[config.mk]
export PLATFORM = sky130hd
export DESIGN_NAME = match_timer
export DESIGN_NICKNAME = d
export VERILOG_FILES = /design/src/verilog/match_timer_pkg.sv /design/src/verilog/sync2.sv /design/src/verilog/count_core.sv /design/src/verilog/match_timer.sv
export VERILOG_INCLUDE_DIRS = /design/src /design/src/verilog
export SDC_FILE = /design/constraint.sdc
export NUM_CORES = 1
export LEC_CHECK = 0
export ABC_CLOCK_PERIOD_IN_PS = 2200
export BUFFER_PORTS_ARGS = -buffer_cell sky130_fd_sc_hd__buf_2
export CORE_ASPECT_RATIO = 1.1
export CORE_MARGIN = 2
export CORE_UTILIZATION = 40
export DETAILED_ROUTE_END_ITERATION = 8
export GPL_TIMING_DRIVEN = 0
export MAX_ROUTING_LAYER = met4
export PLACE_DENSITY_LB_ADDON = 0.3
export SYNTH_ARGS = -nofsm -noshare
export SYNTH_HDL_FRONTEND = slang
export SYNTH_HIERARCHICAL = 1
export SYNTH_SLANG_ARGS = --single-unit
[constraint.sdc]
create_clock -name clk_i -period 2.2 [get_ports clk_i]
set_input_delay 0.44 -clock clk_i [delete_from_list [all_inputs] [get_ports clk_i]]
set_output_delay 0.44 -clock clk_i [all_outputs]
set_load 0.1 [all_outputs]
[src/verilog/match_timer_defs.svh]
// Register offsets, field positions, reset values and timing counts of the match timer
`ifndef MATCH_TIMER_DEFS_SVH
`define MATCH_TIMER_DEFS_SVH

`define ADDR_AUTO_STOP 8'h00
`define ADDR_RUN 8'h04
`define ADDR_CONTROL 8'h08
`define ADDR_COMPARE 8'h0C
`define ADDR_CAPTURE 8'h10
`define ADDR_IRQ_STATUS 8'h14
`define ADDR_IRQ_MASK 8'h18

`define CTRL_ENABLE_BIT 15
`define CTRL_TOGGLE_BIT 7
`define CTRL_FORCE_HI 5
`define CTRL_FORCE_LO 4
`define CTRL_CLKSEL_BIT 0
`define AUTO_IDLE_BIT 0
`define AUTO_HALT_BIT 1

`define FORCE_INVERT 2'h0
`define FORCE_SET 2'h1
`define FORCE_CLEAR 2'h2
`define FORCE_NONE 2'h3

`define COUNT_RESET 16'h0000
`define SYNC_STAGES 2

`endif

[src/verilog/match_timer_pkg.sv]
// Types shared by the match timer modules
package match_timer_pkg;

   typedef struct packed {
      logic [7:0] addr;
      logic [31:0] wdata;
      logic wr;
      logic rd;
   } bus_req_t;

   typedef struct packed {
      logic counter_enable;
      logic toggle_enable;
      logic clk_select;
      logic idle_stop;
      logic halt_run;
   } timer_cfg_t;

   typedef enum logic [1:0] {
      FORCE_INV,
      FORCE_SET_LVL,
      FORCE_CLR_LVL,
      FORCE_IDLE
   } force_t;

endpackage

[src/verilog/sync2.sv]
// Two-flop level synchroniser
`timescale 1ns/10ps
module sync2 (
   // Clock and reset
   input wire logic clk_i,
   input wire logic nrst_i,
   // Level in and out
   input wire logic d_i,
   output logic q_o
);
   logic stage1;

   always_ff @(posedge clk_i or negedge nrst_i) begin
      if (!nrst_i) begin
         stage1 <= 1'b0;
         q_o <= 1'b0;
      end else begin
         stage1 <= d_i;
         q_o <= stage1;
      end
   end
endmodule

[src/verilog/count_core.sv]
// Sixteen-bit up-counter with compare, load and match pulse
`timescale 1ns/10ps
module count_core (
   // Clock and reset
   input wire logic clk_i,
   input wire logic rst_n_i,
   // Control
   input wire logic tick_i,
   input wire logic load_i,
   input wire logic [15:0] load_value_i,
   input wire logic [15:0] compare_i,
   // State
   output logic [15:0] count_o,
   output logic match_o
);
   `include "match_timer_defs.svh"

   wire hit = tick_i && (count_o == compare_i);

   always_ff @(posedge clk_i or negedge rst_n_i) begin
      if (!rst_n_i) begin
         count_o <= `COUNT_RESET;
      end else if (load_i) begin
         count_o <= load_value_i;
      end else if (hit) begin
         count_o <= `COUNT_RESET;
      end else if (tick_i) begin
         count_o <= count_o + 16'h0001;
      end
   end

   always_ff @(posedge clk_i or negedge rst_n_i) begin
      if (!rst_n_i) begin
         match_o <= 1'b0;
      end else begin
         match_o <= hit;
      end
   end
endmodule

[src/verilog/match_timer.sv]
// Top of the 16-bit match timer with register port and interrupt
// How it works
// Software sets the counter enable bit in control before use.
// With toggle enable set, each compare match inverts the timer output.
// Force field write 00 inverts, 01 sets, 10 clears, 11 nothing; reads 11.
// Clock select zero counts system clock, one counts prescaler clock ticks.
// A 16-bit read/write compare value is checked against the counter.
// Software never programs the compare value to zero.
// Reading capture returns the live counter value.
// Writing capture loads the counter directly.
// Software writes zero to capture before each start.
// With run set, counter counts up, clears on match, keeps counting.
// Every match raises the match interrupt.
// Clearing run stops counting and holds the counter value.
// Software changes control, compare, capture only while run is zero.
// After reset the timer output is low.
// When counting stops the timer output keeps its level.
// Idle stop bit set pauses counting during system idle.
// Halt bit zero pauses counting during debug halt.
// Match pulse lasts one cycle, two cycles after the cycle the counter equals compare.
`timescale 1ns/10ps
module match_timer
   import match_timer_pkg::*;
(
   // Clock and reset
   input wire logic clk_i,
   input wire logic nrst_i,
   // Register port
   input wire logic [7:0] addr_i,
   input wire logic [31:0] wdata_i,
   input wire logic wr_i,
   input wire logic rd_i,
   output logic [31:0] rdata_o,
   // Clock source and system state
   input wire logic prescaler_clock_i,
   input wire logic idle_mode_i,
   input wire logic debug_halt_i,
   // Outputs
   output logic timer_output_pin_o,
   output logic match_pulse_o,
   output logic irq_o
);
   `include "match_timer_defs.svh"

   // ==================================================
   // Reset release
   logic rst_meta;
   logic rst_n;

   always_ff @(posedge clk_i or negedge nrst_i) begin
      if (!nrst_i) begin
         rst_meta <= 1'b0;
         rst_n <= 1'b0;
      end else begin
         rst_meta <= 1'b1;
         rst_n <= rst_meta;
      end
   end

   // ==================================================
   // Input synchronisers
   logic presc_sync;
   logic idle_sync;
   logic halt_sync;
   logic presc_prev;

   sync2 u_sync_presc (
      .clk_i(clk_i),
      .nrst_i(rst_n),
      .d_i(prescaler_clock_i),
      .q_o(presc_sync)
   );

   sync2 u_sync_idle (
      .clk_i(clk_i),
      .nrst_i(rst_n),
      .d_i(idle_mode_i),
      .q_o(idle_sync)
   );

   sync2 u_sync_halt (
      .clk_i(clk_i),
      .nrst_i(rst_n),
      .d_i(debug_halt_i),
      .q_o(halt_sync)
   );

   always_ff @(posedge clk_i or negedge rst_n) begin
      if (!rst_n) begin
         presc_prev <= 1'b0;
      end else begin
         presc_prev <= presc_sync;
      end
   end

   // ==================================================
   // Bus decode
   bus_req_t req;
   assign req = '{addr: addr_i, wdata: wdata_i, wr: wr_i, rd: rd_i};

   function automatic logic hit_write(input bus_req_t r, input logic [7:0] a);
      hit_write = r.wr && (r.addr == a);
   endfunction

   // ==================================================
   // Configuration registers
   timer_cfg_t cfg;
   logic run;
   logic [15:0] compare;
   logic [7:0] irq_status;
   logic [7:0] irq_mask;

   always_ff @(posedge clk_i or negedge rst_n) begin
      if (!rst_n) begin
         cfg <= '0;
      end else if (hit_write(req, `ADDR_CONTROL)) begin
         cfg.counter_enable <= req.wdata[`CTRL_ENABLE_BIT];
         cfg.toggle_enable <= req.wdata[`CTRL_TOGGLE_BIT];
         cfg.clk_select <= req.wdata[`CTRL_CLKSEL_BIT];
      end else if (hit_write(req, `ADDR_AUTO_STOP)) begin
         cfg.idle_stop <= req.wdata[`AUTO_IDLE_BIT];
         cfg.halt_run <= req.wdata[`AUTO_HALT_BIT];
      end
   end

   always_ff @(posedge clk_i or negedge rst_n) begin
      if (!rst_n) begin
         run <= 1'b0;
      end else if (hit_write(req, `ADDR_RUN)) begin
         run <= req.wdata[0];
      end
   end

   always_ff @(posedge clk_i or negedge rst_n) begin
      if (!rst_n) begin
         compare <= 16'h0000;
      end else if (hit_write(req, `ADDR_COMPARE)) begin
         compare <= req.wdata[15:0];
      end
   end

   // ==================================================
   // Counting gate
   logic tick;
   logic paused;
   logic src_tick;

   always_comb begin
      paused = (cfg.idle_stop && idle_sync)
            || (!cfg.halt_run && halt_sync);
      src_tick = cfg.clk_select ? (presc_sync && !presc_prev) : 1'b1;
      tick = run && cfg.counter_enable && !paused && src_tick;
   end

   // ==================================================
   // Counter
   logic [15:0] count;
   logic match;

   count_core u_core (
      .clk_i(clk_i),
      .rst_n_i(rst_n),
      .tick_i(tick),
      .load_i(hit_write(req, `ADDR_CAPTURE)),
      .load_value_i(req.wdata[15:0]),
      .compare_i(compare),
      .count_o(count),
      .match_o(match)
   );

   always_ff @(posedge clk_i or negedge rst_n) begin
      if (!rst_n) begin
         match_pulse_o <= 1'b0;
      end else begin
         match_pulse_o <= match;
      end
   end

   // ==================================================
   // Timer output
   logic [1:0] force_sel;
   assign force_sel = req.wdata[`CTRL_FORCE_HI:`CTRL_FORCE_LO];

   always_ff @(posedge clk_i or negedge rst_n) begin
      if (!rst_n) begin
         timer_output_pin_o <= 1'b0;
      end else if (hit_write(req, `ADDR_CONTROL)) begin
         unique case (force_sel)
            `FORCE_INVERT: timer_output_pin_o <= ~timer_output_pin_o;
            `FORCE_SET: timer_output_pin_o <= 1'b1;
            `FORCE_CLEAR: timer_output_pin_o <= 1'b0;
            `FORCE_NONE: timer_output_pin_o <= timer_output_pin_o;
         endcase
      end else if (match && cfg.toggle_enable) begin
         timer_output_pin_o <= ~timer_output_pin_o;
      end
   end

   // ==================================================
   // Interrupt
   always_ff @(posedge clk_i or negedge rst_n) begin
      if (!rst_n) begin
         irq_status <= 8'h00;
      end else begin
         irq_status[7:1] <= 7'h00;
         if (match) begin
            irq_status[0] <= 1'b1;
         end else if (hit_write(req, `ADDR_IRQ_STATUS) && req.wdata[0]) begin
            irq_status[0] <= 1'b0;
         end
      end
   end

   always_ff @(posedge clk_i or negedge rst_n) begin
      if (!rst_n) begin
         irq_mask <= 8'h00;
      end else if (hit_write(req, `ADDR_IRQ_MASK)) begin
         irq_mask <= {7'h00, req.wdata[0]};
      end
   end

   always_ff @(posedge clk_i or negedge rst_n) begin
      if (!rst_n) begin
         irq_o <= 1'b0;
      end else begin
         irq_o <= |(irq_status & irq_mask);
      end
   end

   // ==================================================
   // Read back
   logic [31:0] next_rdata;

   always_comb begin
      next_rdata = 32'h0000_0000;
      if (req.rd) begin
         unique case (req.addr)
            `ADDR_AUTO_STOP: next_rdata = {30'h0, cfg.halt_run, cfg.idle_stop};
            `ADDR_RUN: next_rdata = {31'h0, run};
            `ADDR_CONTROL: begin
               next_rdata[`CTRL_ENABLE_BIT] = cfg.counter_enable;
               next_rdata[`CTRL_TOGGLE_BIT] = cfg.toggle_enable;
               next_rdata[`CTRL_FORCE_HI:`CTRL_FORCE_LO] = `FORCE_NONE;
               next_rdata[`CTRL_CLKSEL_BIT] = cfg.clk_select;
            end
            `ADDR_COMPARE: next_rdata = {16'h0000, compare};
            `ADDR_CAPTURE: next_rdata = {16'h0000, count};
            `ADDR_IRQ_STATUS: next_rdata = {24'h0, irq_status};
            `ADDR_IRQ_MASK: next_rdata = {24'h0, irq_mask};
            default: next_rdata = 32'h0000_0000;
         endcase
      end
   end

   always_ff @(posedge clk_i or negedge rst_n) begin
      if (!rst_n) begin
         rdata_o <= 32'h0000_0000;
      end else begin
         rdata_o <= next_rdata;
      end
   end
endmodule

==> impl_metrics.env, run 1 <==
export IMPL_synth_largest_area_cell="dfrtp_1"
export IMPL_clock_power_share_pct=38.7
export IMPL_hold_path_class="in2reg"
export IMPL_via_per_inst=5.043
export IMPL_insertion_delay_ns=0.36
export IMPL_cts_buffers=9
export IMPL_timing_hold_ws_ns=0.1863
export IMPL_synthXorXnorAreaFrac_pct=7.389
export IMPL_track_usage_pct=17.87
export IMPL_synth_adder_area_share_pct=1.056
export IMPL_hold_viol_final=0
export IMPL_place_inst=494
export IMPL_die_h_um=102.9
export IMPL_critPathMaxStageDelay_ns=0.25
export IMPL_postCtsSetupBuffers=0
export IMPL_crit_buf_inv=4
export IMPL_grt_pass1_wl_um=12650
export IMPL_final_setup_viol_count=0
export IMPL_maxSlewViolCount=0
export IMPL_critical_path_top_delay_family="simple AND/OR/NAND/NOR gates"
export IMPL_start_kind="primary input"
export IMPL_syn_area_um2=3556
export IMPL_antenna_found_initial=0
export IMPL_fmax_mhz=499.6
export IMPL_wire_per_inst_um=15.58
export IMPL_async_reset_ff_share_pct=100.0
export IMPL_core_area_um2=8738
export IMPL_synth_compound_area_share_pct=8.973
export IMPL_ioPinCount=82
export IMPL_worst_slew_pin_slew_ns=0.8622
export IMPL_synth_avg_cell_area_um2=11.15
export IMPL_fin_skew_ns=0.007328
export IMPL_cp_arrival_ns=2.24
export IMPL_dieArea_um2=9660
export IMPL_drt_initial_drc_count=242
export IMPL_r2r_end="u_core/count_o[11]"
export IMPL_cp_depth=10
export IMPL_max_slew_margin_rel_pct=42.52
export IMPL_r2r_setup_slack_ns=0.20
export IMPL_peakVddDrop_v=0.0002566
export IMPL_nets=442
export IMPL_cts_sinks=69
export IMPL_synth_cell_types=50
export IMPL_synth_common_cells="69 x dfrtp_1, 34 x nand2_1, 20 x xor2_1, 17 x buf_4, 16 x mux2_2"
export IMPL_grt_pass1_vias=2453
export IMPL_finalCritPeriodShare_pct=90.98
export IMPL_instances_no_fill=511
export IMPL_cp_max_fo=10
export IMPL_n_antenna_cell=0
export IMPL_area_growth_pct=19.39
export IMPL_dr_pass1_iters=5
export IMPL_start_util_pct=40.69
export IMPL_cts_tree="done"
export IMPL_synthMuxAreaShare_pct=9.852
export IMPL_final_min_clock_period_ns=2.002
export IMPL_synth_seq_area_share_pct=48.56
export IMPL_worstHoldPathCells=1
export IMPL_clk_pin_slew_ns=0.07
export IMPL_synth_edf_count=0
export IMPL_ys_warn_count=6
export IMPL_hold_path_end="u_sync_presc/stage1"
export IMPL_holdCritStartpoint="prescaler_clock_i"
export IMPL_maxCapViolCount=0
export IMPL_vias=2577
export IMPL_cts_max_path_buffers=2
export IMPL_crit_path_top_delay_cell="and4_2"
export IMPL_place_hpwl_um=5696
export IMPL_switching_share_pct=28.58
export IMPL_power_density_nw_per_um2=689.5
export IMPL_postRouteAntennaNets=0
export IMPL_port_buffers=46
export IMPL_gp_congestion=0.9193
export IMPL_synthSimpleGateAreaFrac_pct=17.28
export IMPL_drive_above_1_share_pct=32.24
export IMPL_path_class="in2reg"
export IMPL_yosys_top_cells_area="dfrtp_1 49%, mux2_2 5.1%, xor2_1 4.9%, buf_4 3.6%, nand2_1 3.6%"
export IMPL_synth_top_area_share_pct=48.56
export IMPL_wl_um=7959
export IMPL_synthCells=319
export IMPL_rows=36
export IMPL_worstSetupEndpointType="flip-flop"
export IMPL_required_ns=2.43
export IMPL_fin_util_pct=48.58
export IMPL_switchingPower_uw=836.4
export IMPL_drc=0
export IMPL_rr_worst_depth=6
export IMPL_crit_path_cell_trace="buf_2 -> nor3_4 -> and4_2 -> clkbuf_2 -> clkbuf_4 -> and2_1 -> inv_1 -> and3_1 -> a21oi_1 -> o31ai_1"
export IMPL_rsz0062_at_grt="no"
export IMPL_ctsHtreeMaxLevel=3
export IMPL_n_fill_cell=842
export IMPL_grt_overflow=0
export IMPL_status="complete, no violations"
export IMPL_p_leak_uw=0.001951
export IMPL_pre_cts_slack_ns=-0.6590
export IMPL_synth_top_family_by_area="simple AND/OR/NAND/NOR gates"
export IMPL_power_uw=2927
export IMPL_synthFlopType="dfrtp_1"
export IMPL_yosysMostFrequentCell="dfrtp_1"
export IMPL_r2r_start="u_core/count_o[7]"
export IMPL_ys_ff_latch=69
export IMPL_worst_slack_ns=0.1985
export IMPL_fp_dieW_um=93.90
export IMPL_comb_power_share_pct=13.1
export IMPL_p_int_uw=2091
export IMPL_seq_power_share_pct=48.2
export IMPL_cts_root_buf="clkbuf_8"
export IMPL_grt_start_max_net_pins=68
cells by family (layout without fill, tap and decap cells):
| logic type | after synthesis | in the layout |
|---|---|---|
| adder cells (fa/ha/maj) | 3 | 3 |
| AND/OR/NAND/NOR | 106 | 106 |
| flip-flops | 69 | 69 |
| buffers and inverters | 37 | 100 |
| XOR/XNOR | 30 | 30 |
| other | 2 | 17 |
| AO/OA/AOI/OAI | 43 | 43 |
| multiplexers | 29 | 29 |
cell type report:
cell class                 instances  area [µm²]  area share [%]
sequential                        69        1730           40.76
multi-input combinational        228        1672           39.38
timing repair buffer              47       240.2           5.659
buffer                            31       222.7           5.246
tap                              114       142.6           3.360
clock buffer                      10       127.6           3.006
clock inverter                     6       87.58           2.063
inverter                           6       22.52          0.5305
worst max path at each step:
stage / slack (ns) / from / end
6_report: 0.20 / addr_i[5] / u_core/count_o[12]
5_1_grt: 0.02 / addr_i[5] / u_core/count_o[0]
4_1_cts: 0.02 / cfg[1] / u_core/count_o[15]
3_5_place_dp: -0.66 / addr_i[1] / u_core/count_o[0]
3_3_place_gp: -0.63 / addr_i[1] / u_core/count_o[0]
2_1_floorplan: 0.06 / addr_i[1] / u_core/count_o[12]
worst register-to-register path: stages (launching register included):
cell and delay (ns):
dfrtp_1 0.47, xor2_1 0.22, nor4_1 0.26, nand2_1 0.14, nor4_4 0.46, buf_6 0.22, o31ai_1 0.09
sequential cells by signal, summed over array words and instances (netlist names), 5 cells and up:
register        flops
compare            16
rdata_o            16
u_core/count_o     16
cfg                 5
what timing repair did:
item | 4_1_cts | 5_1_grt
setup endpoints to repair | 16 | 15
hold buffers | 1 | 0
gates resized for setup | 5 | 7
endpoints found under the hold margin | 2 | 0
power by group through the flow:
stage	registers, µW	clock network, µW	logic (µW)
3_5_place_dp	1440	0	375
5_1_grt	1420	1210	411
2_1_floorplan	1420	0	293
3_3_place_gp	1430	0	370
4_1_cts	1410	1150	379
6_report	1410	1130	384
per-stage QoR:
stage / TNS, ns / area, µm²
detailed placement: -9.784 / 3989
global route: 0 / 4245
finish: 0 / 4245
CTS: 0 / 4225
floorplan: 0 / 3612
global placement: -50.84 / 3985
metal layers:
metal,GRT usage [%],share of wire [%],up-vias
met3,2.632,3.5,12
met1,23.47,47,1250
met2,26.54,47,64
met5,-,0,-
li1,-,-,1251
met4,10.14,2.2,0
layout by cell type (no fill, tap or decap), drive strengths merged, types with 4 or more instances in the layout:
| cell | Yosys | final |
|---|---|---|
| dfrtp | 69 | 69 |
| buf | 24 | 69 |
| nand2 | 34 | 34 |
| mux2 | 24 | 24 |
| xor2 | 20 | 20 |
| clkbuf | 7 | 18 |
| conb | 2 | 17 |
| o31ai | 14 | 14 |
| nor2 | 12 | 12 |
| a22oi | 10 | 10 |
| nor2b | 10 | 10 |
| xnor2 | 10 | 10 |
| nand4 | 9 | 9 |
| nand3 | 8 | 8 |
| and3 | 7 | 7 |
| inv | 6 | 6 |
| mux2i | 5 | 5 |
| a21oi | 5 | 5 |
| nor3 | 5 | 5 |
| nor4 | 5 | 5 |
| and2 | 4 | 4 |
No activity file was read; power rests on OpenSTA's default activity.
==> run 2: changes to the inputs <==
- ABC_CLOCK_PERIOD_IN_PS: 2200 -> 2500
- clock period: 2.2 -> 2.5 ns (I/O delays scaled with it)
==> run 2 against run 1 <==
Core utilization shrank 0.23 points. Routed wire length down 1.1%. Count of clock-buffer cells in the layout unchanged. Worst hold slack improved by 0.062 ns. Critical path depth unchanged. Largest cell class unchanged. Sequential power down 12%. Sequential cell count unchanged. Cell count unchanged. Global-route usage about the same. Sequential share of layout area up 0.19 points. Clock power shrank 12%. Register-to-register slack better by 0.12 ns.
==> impl_metrics.env, run 2 (same netlist as run 1, synthesis figures left out) <==
export IMPL_grt_pass1_wl_um=12630
export IMPL_postRouteAntennaNets=0
export IMPL_required_ns=2.73
export IMPL_cpMostUsedCell="buf_2"
export IMPL_final_common_cell="dfrtp_1"
export IMPL_maxCapViolCount=0
export IMPL_grt_start_max_net_pins=68
export IMPL_n_antenna_cell=0
export IMPL_r2r_end="u_core/count_o[15]"
export IMPL_critPathMaxStageDelay_ns=0.32
export IMPL_via_per_inst=5.055
export IMPL_finalCritPeriodShare_pct=88.35
export IMPL_antenna_found_initial=0
export IMPL_grt_use_met3_pct=2.632
export IMPL_cts_buffers=9
export IMPL_clk_pin_slew_ns=0.07
export IMPL_hold_path_class="in2reg"
export IMPL_p_leak_uw=0.001946
export IMPL_ioPinCount=82
export IMPL_worst_slew_pin_slew_ns=0.8543
export IMPL_hold_viol_final=0
export IMPL_max_slew_margin_rel_pct=43.05
export IMPL_wire_per_inst_um=15.40
export IMPL_n_fill_cell=837
export IMPL_rsz0062_at_grt="no"
export IMPL_power_density_nw_per_um2=607.9
export IMPL_dr_pass1_iters=5
export IMPL_grt_use_met1_pct=23.47
export IMPL_place_hpwl_um=5696
export IMPL_crit_path_top_delay_cell="nor2_2"
export IMPL_start_util_pct=40.69
export IMPL_power_uw=2569
export IMPL_area_growth_pct=18.82
export IMPL_worstSetupEndpoint="u_core/count_o[12]"
export IMPL_peakVddDrop_v=0.0002258
export IMPL_die_h_um=102.9
export IMPL_maxSlewViolCount=0
export IMPL_final_min_clock_period_ns=2.209
export IMPL_vias=2583
export IMPL_gp_congestion=0.9193
export IMPL_drive_above_1_share_pct=31.49
export IMPL_grt_overflow=0
export IMPL_drt_initial_drc_count=213
export IMPL_final_cell_mix="68 x dfrtp_1, 49 x buf_2, 34 x nand2_1"
export IMPL_drc=0
export IMPL_core_area_um2=8738
export IMPL_crit_path_cell_trace="buf_2 -> nor2_2 -> and4_2 -> clkbuf_2 -> buf_2 -> and2_1 -> inv_1 -> and3_1 -> a21oi_1 -> o31ai_1"
export IMPL_fin_util_pct=48.35
export IMPL_ctsHtreeMaxLevel=3
export IMPL_top_usage_layer="met2"
export IMPL_cts_sinks=69
export IMPL_insertion_delay_ns=0.36
export IMPL_startpoint="addr_i[1]"
export IMPL_status="complete, no violations"
export IMPL_cts_max_path_buffers=2
export IMPL_fmax_mhz=452.8
export IMPL_rows=36
export IMPL_cp_arrival_ns=2.44
export IMPL_start_kind="primary input"
export IMPL_postCtsSetupBuffers=0
export IMPL_dieArea_um2=9660
export IMPL_reg_largest_list="compare (16), rdata_o (16), u_core/count_o (16)"
export IMPL_track_usage_pct=17.85
export IMPL_fin_skew_ns=0.008067
export IMPL_cts_tree="done"
export IMPL_final_setup_viol_count=0
export IMPL_cp_max_fo=10
export IMPL_port_buffers=46
export IMPL_cts_root_buf="clkbuf_8"
export IMPL_grtUsageMet2_pct=26.48
export IMPL_rr_worst_depth=8
export IMPL_grt_pass1_vias=2447
export IMPL_path_class="in2reg"
export IMPL_nets=442
export IMPL_fp_dieW_um=93.90
export IMPL_wl_um=7870
export IMPL_worstSetupEndpointType="flip-flop"
export IMPL_r2r_setup_slack_ns=0.32
export IMPL_r2r_start="cfg[1]"
[run 2: cell types whose count changed in the layout (fill, tap and decap cells not counted), sizes merged]
cell,previous run,this run
clkbuf,18,17
buf,69,70
[run 2: per-stage QoR]
step | instance area (µm²) | setup slack, ns | std cells | TNS [ns] | hold slack [ns]
4_1_cts | 4217 | 0.05177 | 511 | 0 | 0.2321
3_5_place_dp | 3989 | -0.4190 | 494 | -5.944 | 0.2868
5_1_grt | 4225 | 0.1014 | 511 | 0 | 0.2349
2_1_floorplan | 3612 | 0.3033 | 334 | 0 | 0.2044
3_3_place_gp | 3985 | -0.3901 | 494 | -26.90 | 0.2846
6_report | 4225 | 0.2913 | 511 | 0 | 0.2485
[run 2: final cells by class]
class | count | area (µm²) | share of cell area, %
clock buffers | 10 | 127.6 | 3.020
well taps | 114 | 142.6 | 3.376
clock inverters | 6 | 87.58 | 2.073
multi-input cells | 228 | 1655 | 39.18
inverters | 6 | 22.52 | 0.5330
plain buffers | 31 | 219.0 | 5.182
flip-flops and latches | 69 | 1730 | 40.95
repair buffers | 47 | 240.2 | 5.686
[run 2: worst min path at each step]
| stage | start | endpoint | slack [ns] | cells after the start |
|---|---|---|---|---|
| 6_report | prescaler_clock_i | u_sync_presc/stage1 | 0.25 | 1 |
| 5_1_grt | idle_mode_i | u_sync_idle/stage1 | 0.23 | 1 |
| 4_1_cts | idle_mode_i | u_sync_idle/stage1 | 0.23 | 1 |
| 3_5_place_dp | nrst_i | rst_meta | 0.29 | 1 |
| 3_3_place_gp | nrst_i | rst_meta | 0.28 | 1 |
| 2_1_floorplan | nrst_i | rst_meta | 0.20 | 0 |
[run 2: timing repair]
| action | CTS | global route |
|---|---|---|
| hold buffers | 1 | 0 |
| hold endpoints to repair | 2 | 0 |
| setup endpoints to repair | 8 | 16 |
| pin swaps | 0 | 0 |
| resized for setup | 1 | 7 |
[run 2: layer usage]
metal	share of wire, %	vias to the layer above
met5	0	-
met4	2.2	0
met3	4.2	11
met2	47	69
met1	46	1252
li1	-	1251
[run 2: critical path, delay by kind of cell]
kind                   cells  cell delay (ns)
AOI/OAI and AO/OA          2             0.19
buffers and inverters      4             0.71
and+or+nand+nor            4             1.02
[run 2: power breakdown]
| group | internal (µW) | switching (µW) |
|---|---|---|
| Clock | 559 | 434 |
| Sequential | 1160 | 78.2 |
| Combinational | 117 | 218 |
| Total | 1840 | 730 |
